$ cat src/pcs_map.svh
`ifndef PCS_MAP_SVH
`define PCS_MAP_SVH

// master control field layout
`define PCS_MC_HS_BIT      0
`define PCS_MC_RW_BIT      1
`define PCS_MC_LAST_BIT    2
`define PCS_MC_ELEM_LSB    3
`define PCS_MC_ELEM_MSB    5

// drive status field layout
`define PCS_DS_HS_BIT      0
`define PCS_DS_BUSY_BIT    1
`define PCS_DS_ERR_BIT     2
`define PCS_DS_CHG_BIT     5

// data block elements
`define PCS_ELEM_IDN       3'h1
`define PCS_ELEM_OPDATA    3'h7

// control value that opens the channel for a procedure command
`define PCS_OPEN_CTRL      6'h0f

// procedure command identifiers
`define PCS_IDN_CMD0       16'h007f
`define PCS_IDN_CMD1       16'h0080

// procedure command acknowledgement bits
`define PCS_ACK_SET_BIT    0
`define PCS_ACK_EN_BIT     1
`define PCS_ACK_PEND_BIT   2
`define PCS_ACK_ERR_BIT    3

// reset values
`define PCS_RST_STAT       6'h00
`define PCS_RST_INFO       16'h0000

// timing
`define PCS_CLK_NS         100
`define PCS_COMM_CYCLE_NS  1000
`define PCS_COMM_CYCLE_CLKS (`PCS_COMM_CYCLE_NS / `PCS_CLK_NS)
`define PCS_EXEC_CYCLES    4

`endif

$ cat src/pcs_pkg.sv
package pcs_pkg;

    typedef enum logic [1:0] {
        PCS_CMD_CANCEL    = 2'b00,
        PCS_CMD_INTERRUPT = 2'b01,
        PCS_CMD_RSVD      = 2'b10,
        PCS_CMD_SET_EN    = 2'b11
    } pcs_cmd_e;

    typedef enum logic {
        PCS_DP_IDLE  = 1'b0,
        PCS_DP_APPLY = 1'b1
    } pcs_dev_phase_e;

    typedef enum logic {
        PCS_MS_IDLE = 1'b0,
        PCS_MS_WAIT = 1'b1
    } pcs_mst_state_e;

    typedef logic [5:0]  pcs_field_t;
    typedef logic [15:0] pcs_info_t;

endpackage : pcs_pkg

$ cat src/pcs_link_if.sv
`timescale 1ns/1ns
interface pcs_link_if;
    import pcs_pkg::*;
    logic       mst_strobe;
    pcs_field_t mst_ctrl;
    pcs_info_t  mst_info;
    logic       drv_strobe;
    pcs_field_t drv_stat;
    pcs_info_t  drv_info;

    modport dev (
        input  mst_strobe,
        input  mst_ctrl,
        input  mst_info,
        output drv_strobe,
        output drv_stat,
        output drv_info
    );

    modport mst (
        output mst_strobe,
        output mst_ctrl,
        output mst_info,
        input  drv_strobe,
        input  drv_stat,
        input  drv_info
    );
endinterface : pcs_link_if

$ cat src/pcs_drive.sv
`timescale 1ns/1ns
`include "pcs_map.svh"

module pcs_drive
    import pcs_pkg::*;
#(
    parameter int        N_CMD       = 2,
    parameter logic [31:0] CMD_IDNS  = {`PCS_IDN_CMD1, `PCS_IDN_CMD0},
    parameter int        EXEC_CYCLES = `PCS_EXEC_CYCLES
) (
    input  wire logic             clk,
    input  wire logic             sys_rst,
    pcs_link_if.dev               link,
    input  wire logic [N_CMD-1:0] proc_fail,
    output logic [N_CMD-1:0]      proc_running,
    output logic [N_CMD-1:0]      proc_finished,
    output logic [N_CMD-1:0]      proc_failed
);

    generate
        if (N_CMD < 1 || N_CMD > 2 || EXEC_CYCLES < 1 || EXEC_CYCLES > 255) begin : g_bad
            $error("pcs_drive: unsupported parameter value");
        end
    endgenerate

    localparam int IDXW = (N_CMD > 1) ? $clog2(N_CMD) : 1;

    // decoded master telegram fields
    logic       master_handshake_bit;
    logic       rw_write;
    logic       last_xfer;
    logic [2:0] elem;
    logic       new_step;

    assign master_handshake_bit       = link.mst_ctrl[`PCS_MC_HS_BIT];
    assign rw_write  = link.mst_ctrl[`PCS_MC_RW_BIT];
    assign last_xfer = link.mst_ctrl[`PCS_MC_LAST_BIT];
    assign elem      = link.mst_ctrl[`PCS_MC_ELEM_MSB:`PCS_MC_ELEM_LSB];

    // reply registers and step sequencing state
    logic             hs_q;
    logic             busy_q;
    logic             err_q;
    logic             chg_q;
    pcs_info_t        info_q;
    logic             strobe_q;
    pcs_dev_phase_e   phase_q;
    logic             open_q;
    logic [IDXW-1:0]  sel_q;
    pcs_cmd_e         cmd_q;
    logic             apply_stb;

    // per command state
    logic [N_CMD-1:0] set_q;
    logic [N_CMD-1:0] en_q;
    logic [N_CMD-1:0] done_q;
    logic [N_CMD-1:0] fail_q;
    logic [N_CMD-1:0] change_q;
    logic [N_CMD-1:0] change_d;
    logic [N_CMD-1:0] idn_hit;
    logic [3:0]       ack [N_CMD];

    assign new_step  = link.mst_strobe && (master_handshake_bit != hs_q);
    assign apply_stb = link.mst_strobe && (phase_q == PCS_DP_APPLY);

    // identifier match; first matching entry wins
    logic             hit_any;
    logic [IDXW-1:0]  hit_idx;
    always_comb begin
        hit_any = 1'b0;
        hit_idx = '0;
        for (int i = N_CMD - 1; i >= 0; i--) begin
            if (idn_hit[i]) begin
                hit_any = 1'b1;
                hit_idx = IDXW'(i);
            end
        end
    end

    genvar g;
    generate
        for (g = 0; g < N_CMD; g++) begin : g_cmd
            logic [7:0] cnt_q;
            logic       sel_me;
            logic       finish;

            assign idn_hit[g] = (link.mst_info == CMD_IDNS[16*g +: 16]);
            assign sel_me     = open_q && (sel_q == IDXW'(g));
            assign finish     = link.mst_strobe && set_q[g] && en_q[g] && !done_q[g]
                                && (cnt_q == 8'(EXEC_CYCLES - 1));

            assign ack[g][`PCS_ACK_SET_BIT]  = set_q[g];
            assign ack[g][`PCS_ACK_EN_BIT]   = en_q[g];
            assign ack[g][`PCS_ACK_PEND_BIT] = set_q[g] && !done_q[g];
            assign ack[g][`PCS_ACK_ERR_BIT]  = done_q[g] && fail_q[g];

            // execution progress, counted in communication cycles
            always_ff @(posedge clk) begin
                if (sys_rst) begin
                    cnt_q <= 8'h00;
                end else if (apply_stb && sel_me && cmd_q == PCS_CMD_CANCEL) begin
                    cnt_q <= 8'h00;
                end else if (link.mst_strobe && set_q[g] && en_q[g] && !done_q[g]) begin
                    cnt_q <= cnt_q + 8'h01;
                end
            end

            // set and enable state, changed only at the apply step
            always_ff @(posedge clk) begin
                if (sys_rst) begin
                    set_q[g] <= 1'b0;
                    en_q[g]  <= 1'b0;
                end else if (apply_stb && sel_me) begin
                    case (cmd_q)
                        PCS_CMD_SET_EN: begin
                            set_q[g] <= 1'b1;
                            en_q[g]  <= 1'b1;
                        end
                        PCS_CMD_INTERRUPT: begin
                            en_q[g] <= 1'b0;
                        end
                        PCS_CMD_CANCEL: begin
                            set_q[g] <= 1'b0;
                            en_q[g]  <= 1'b0;
                        end
                        default: begin
                        end
                    endcase
                end
            end

            // completion and outcome
            always_ff @(posedge clk) begin
                if (sys_rst) begin
                    done_q[g] <= 1'b0;
                    fail_q[g] <= 1'b0;
                end else if (finish) begin
                    done_q[g] <= 1'b1;
                    fail_q[g] <= proc_fail[g];
                end else if (apply_stb && sel_me && cmd_q == PCS_CMD_CANCEL) begin
                    done_q[g] <= 1'b0;
                    fail_q[g] <= 1'b0;
                end
            end

            // change flag: completion wins over a cancel in the same cycle
            always_comb begin
                if (finish) begin
                    change_d[g] = 1'b1;
                end else if (apply_stb && sel_me && cmd_q == PCS_CMD_CANCEL) begin
                    change_d[g] = 1'b0;
                end else begin
                    change_d[g] = change_q[g];
                end
            end

            always_ff @(posedge clk) begin
                if (sys_rst) begin
                    change_q[g] <= 1'b0;
                end else begin
                    change_q[g] <= change_d[g];
                end
            end

            always_ff @(posedge clk) begin
                if (sys_rst) begin
                    proc_running[g]  <= 1'b0;
                    proc_finished[g] <= 1'b0;
                    proc_failed[g]   <= 1'b0;
                end else begin
                    proc_running[g]  <= set_q[g] && en_q[g] && !done_q[g];
                    proc_finished[g] <= done_q[g] && !fail_q[g];
                    proc_failed[g]   <= done_q[g] && fail_q[g];
                end
            end
        end
    endgenerate

    // which procedure command the channel is opened for
    always_ff @(posedge clk) begin
        if (sys_rst) begin
            open_q <= 1'b0;
            sel_q  <= '0;
        end else if (new_step && phase_q == PCS_DP_IDLE && rw_write && last_xfer
                     && elem == `PCS_ELEM_IDN) begin
            open_q <= hit_any;
            sel_q  <= hit_idx;
        end
    end

    // step sequencing: control writes take one extra cycle
    always_ff @(posedge clk) begin
        if (sys_rst) begin
            phase_q <= PCS_DP_IDLE;
            cmd_q   <= PCS_CMD_CANCEL;
        end else if (apply_stb) begin
            phase_q <= PCS_DP_IDLE;
        end else if (new_step && phase_q == PCS_DP_IDLE && open_q && rw_write
                     && elem == `PCS_ELEM_OPDATA) begin
            phase_q <= PCS_DP_APPLY;
            cmd_q   <= pcs_cmd_e'(link.mst_info[1:0]);
        end
    end

    // handshake, busy, error and info of the reply
    always_ff @(posedge clk) begin
        if (sys_rst) begin
            hs_q   <= 1'b0;
            busy_q <= 1'b0;
            err_q  <= 1'b0;
            info_q <= `PCS_RST_INFO;
        end else if (apply_stb) begin
            busy_q <= 1'b0;
        end else if (new_step && phase_q == PCS_DP_IDLE) begin
            hs_q <= master_handshake_bit;
            if (rw_write && elem == `PCS_ELEM_OPDATA && open_q) begin
                busy_q <= 1'b1;
                err_q  <= 1'b0;
            end else if (rw_write && elem == `PCS_ELEM_IDN && hit_any) begin
                info_q <= {12'h000, ack[hit_idx]};
                err_q  <= ack[hit_idx][`PCS_ACK_ERR_BIT];
            end else if (!rw_write && elem == `PCS_ELEM_OPDATA && open_q) begin
                info_q <= {12'h000, ack[sel_q]};
                err_q  <= ack[sel_q][`PCS_ACK_ERR_BIT];
            end else begin
                info_q <= `PCS_RST_INFO;
                err_q  <= 1'b0;
            end
        end
    end

    always_ff @(posedge clk) begin
        if (sys_rst) begin
            chg_q    <= 1'b0;
            strobe_q <= 1'b0;
        end else begin
            // next value, so the cancel reply already shows the bit clear
            chg_q    <= |change_d;
            strobe_q <= link.mst_strobe;
        end
    end

    assign link.drv_strobe = strobe_q;
    assign link.drv_info   = info_q;
    assign link.drv_stat   = {chg_q, 2'b00, err_q, busy_q, hs_q};

endmodule : pcs_drive

$ cat src/flat_wrapper.sv
// flat-port wrapper written by rule: the top's interface ports become plain ports
module pcs_drive_flat import pcs_pkg::*;
#(
    parameter int        N_CMD       = 2,
    parameter logic [31:0] CMD_IDNS  = {`PCS_IDN_CMD1, `PCS_IDN_CMD0},
    parameter int        EXEC_CYCLES = `PCS_EXEC_CYCLES
)
  (clk, sys_rst, proc_fail, proc_running, proc_finished, proc_failed, link_mst_strobe, link_mst_ctrl, link_mst_info, link_drv_strobe, link_drv_stat, link_drv_info);
  pcs_link_if link_i ();
  input  wire logic clk;
  input  wire logic sys_rst;
  input  wire logic [N_CMD-1:0] proc_fail;
  output logic [N_CMD-1:0] proc_running;
  output logic [N_CMD-1:0] proc_finished;
  output logic [N_CMD-1:0] proc_failed;
  input wire logic [$bits(link_i.mst_strobe)-1:0] link_mst_strobe;
  input wire logic [$bits(link_i.mst_ctrl)-1:0] link_mst_ctrl;
  input wire logic [$bits(link_i.mst_info)-1:0] link_mst_info;
  output wire logic [$bits(link_i.drv_strobe)-1:0] link_drv_strobe;
  output wire logic [$bits(link_i.drv_stat)-1:0] link_drv_stat;
  output wire logic [$bits(link_i.drv_info)-1:0] link_drv_info;
  assign link_i.mst_strobe = link_mst_strobe;
  assign link_i.mst_ctrl = link_mst_ctrl;
  assign link_i.mst_info = link_mst_info;
  assign link_drv_strobe = link_i.drv_strobe;
  assign link_drv_stat = link_i.drv_stat;
  assign link_drv_info = link_i.drv_info;
  pcs_drive #(.N_CMD(N_CMD), .CMD_IDNS(CMD_IDNS), .EXEC_CYCLES(EXEC_CYCLES)) u_core (.clk(clk), .sys_rst(sys_rst), .link(link_i), .proc_fail(proc_fail), .proc_running(proc_running), .proc_finished(proc_finished), .proc_failed(proc_failed));
endmodule
$ cat config.mk
export PLATFORM = sky130hd
export DESIGN_NAME = pcs_drive_flat
export DESIGN_NICKNAME = d
export VERILOG_FILES = /design/src/pcs_pkg.sv /design/src/pcs_link_if.sv /design/src/pcs_drive.sv /design/src/flat_wrapper.sv
export VERILOG_INCLUDE_DIRS = /design/src
export SDC_FILE = /design/constraint.sdc
export NUM_CORES = 1
export LEC_CHECK = 0
export ABC_AREA = 1
export BUFFER_PORTS_ARGS = -buffer_cell sky130_fd_sc_hd__buf_2
export CAP_MARGIN = 20
export CORE_MARGIN = 5
export CORE_UTILIZATION = 40
export CTS_CLUSTER_DIAMETER = 200
export DETAILED_ROUTE_END_ITERATION = 7
export PLACE_DENSITY = 0.71
export SKIP_CTS_REPAIR_TIMING = 1
export SLEW_MARGIN = 20
export SYNTH_ARGS = -nofsm -noshare
export SYNTH_HDL_FRONTEND = slang
export SYNTH_SLANG_ARGS = --single-unit
$ cat constraint.sdc
create_clock -name clk -period 2.5 [get_ports clk]
set_input_delay 0.25 -clock clk [delete_from_list [all_inputs] [get_ports clk]]
set_output_delay 0.25 -clock clk [all_outputs]
set_load 0.01 [all_outputs]
==> flow_metrics.tcl <==
set metrics [dict create \
    synthFlopType "dfxtp_1" \
    die_w_um 85.78 \
    cp.required_ns 2.73 \
    status "complete, no violations" \
    antenna_found_initial 0 \
    drive_gt1_share_pct 20.61 \
    slew_violations 0 \
    ir_drop_mv 0.2468 \
    cts_buffer_depth 2 \
    die_h_um 85.78 \
    top_register "u_core.g_cmd.cnt_q" \
    grt_pass1_vias 1876 \
    post_drt_wl_per_cell_um 10.86 \
    yosysMostFrequentCell "nand2_1" \
    cap_violations 0 \
    fp.coreArea_um2 5540 \
    cp-end-kind "register" \
    syn_area_per_cell_um2 7.224 \
    stdcell_area_um2 2606 \
    grt_max_degree 16 \
    async_flop_share_pct 0 \
    leakagePower_nw 1.197 \
    cellPowerDensity_nw_per_um2 530.6 \
    synth-edff-count 0 \
    drt.antenna.violating_nets 0 \
    synthCells 318 \
    synth_warnings 0 \
    fmax_mhz 679.5 \
    grt_pass1_wl_um 8142 \
    min_period_ns 1.472 \
    clk_pin_slew_worst_paths_ns 0.09 \
    io_buffers 41 \
    track_usage_pct 13.49 \
    antennaDiodeCount 0 \
    fin_crit_sh_pct 58.86 \
    firstDrtPassIters 4 \
    synth_area_leaders "dfxtp_1, nand2_1, inv_1" \
    tritoncts "done" \
    nNetsFinal 390 \
    ys_top_cells_by_count "nand2_1, dfxtp_1, inv_1" \
    wl_um 4681 \
    hpwl_um 3634 \
    routabilityCongestion 0.7772 \
    row_count 27 \
    route.detailed.drc 0 \
    tns_ns 0 \
    path_max_fanout 6 \
    worstSetupPathType "register to register" \
    skew_ns 0.009614 \
    largest_reg_flops 16 \
    ys_types 32 \
    finalSetupViolCount 0 \
    max_stage_delay_ns 0.36 \
    critPathSlowestCell "dfxtp_1" \
    synth_top_area_cell "dfxtp_1" \
    num_vias 2023 \
    insertion_delay_ns 0.30 \
    cts.htree.levels 2 \
    synthToLayoutAreaGrowth_pct 13.45 \
    netlist_area_um2 2297 \
    hp-class "input pin to register" \
    arrival_ns 1.71 \
    cts_root_buffer "clkbuf_8" \
    ys_ff_latch 46 \
    cts-buffers-inserted 5 \
    ys_seq_area_share_pct 40.09 \
    worstPathCellList "inv_1, ha_1, inv_1, nor2_1, nor2_1, inv_2, nor3b_2" \
    hold_viol 0 \
    place_area_um2 2494 \
    grt_overflow 0 \
    cp-start-kind "register" \
    die_area_um2 7358 \
    start_util_pct 41.46 \
    vias_per_cell 4.694 \
    drtIter0Drc 99 \
    cts_sinks 46 \
    synth_top_area_share_pct 40.09 \
    ios 56 \
    rsz0062_at_grt "false" \
]
## power by group
group | internal (mW) | leakage [nW] | switching (mW) | total (mW)
sequential | 0.737 | 0.371 | 0.00261 | 0.740
clock | 0.300 | 0.0585 | 0.256 | 0.555
combinational | 0.0314 | 0.768 | 0.0564 | 0.0879
total | 1.07 | 1.20 | 0.315 | 1.38
## routing by layer
layer  vias up  part of all wire [%]  routed length, um  global-route usage, %
li1       1070                     -                  -                      -
met1       879                    44               2061                  17.15
met2        64                    47               2213                  21.96
met3        10                   6.8                316                  3.170
met4         0                   1.9                 90                  5.468
met5         -                     0                  0                      0
## kinds of logic (layout without fill, tap and decap cells)
family	Yosys count	in the layout	share of synthesized area, %
other cells	1	14	0.1632
flops	46	46	40.09
fa+ha+maj	5	5	2.723
compound gates	53	53	12.53
buf+inv	63	91	13.29
simple gates	146	146	29.68
xor+xnor	4	4	1.525
## layout make-up
cell class                 count  area, um2
sequential                    46      920.9
timing repair buffer          41      205.2
tap                           72      90.09
clock inverter                 3      43.79
multi-input combinational    222       1120
inverter                      42      157.7
clock buffer                   5      68.82
fill                         574       2934
## worst paths after layout
kind / startpoint / end / slack [ns] / cells after the start
max: u_core.cmd_q[0] / u_core.g_cmd[1].cnt_q[5] / 1.03 / 7
min: proc_fail[1] / u_core.fail_q[1] / 0.20 / 3
max reg2reg: u_core.cmd_q[0] / u_core.g_cmd[1].cnt_q[5] / 1.03 / 7
min reg2reg: u_core.change_q[1] / u_core.change_q[1] / 0.46 / 2
## metrics by stage
step	utilization (%)	total power, mW	hold WS, ns	setup WS, ns	std cells
5_1_grt	47.04	1.444	0.2174	0.8581	431
4_1_cts	47.04	1.406	0.1947	1.013	431
2_1_floorplan	-	0.8243	0.3845	1.239	331
3_5_place_dp	45.01	0.8450	0.4491	1.046	423
3_3_place_gp	45.01	0.8434	0.4366	1.071	423
6_report	47.04	1.383	0.2038	1.028	431
## critical path: cells and delay by family, from the launching register on
family | cells | cell delay (ns)
AND/OR/NAND/NOR | 3 | 0.52
flip-flops | 1 | 0.36
buffers and inverters | 3 | 0.28
adder cells (fa/ha/maj) | 1 | 0.24
## placed cells by master (no fill, tap or decap), types with 2 or more instances in the layout
cell type  netlist  layout
a21oi_1         24      24
a31oi_1          3       3
buf_2            1      41
clkbuf_8         0       5
conb_1           1      14
dfxtp_1         46      46
ha_1             5       5
inv_1           37      37
inv_2            5       5
nand2_1         63      63
nand2_2          4       4
nand3_1         13      13
nand3_2          2       2
nand4_1          5       5
nor2_1          35      35
nor2_2           5       5
nor3_1           7       7
nor3_2           2       2
nor3b_2          2       2
nor4_1           2       2
o211ai_1         3       3
o21ai_0         20      20
or2_2            2       2
xor2_1           4       4
No activity file was read; power rests on OpenSTA's default activity.
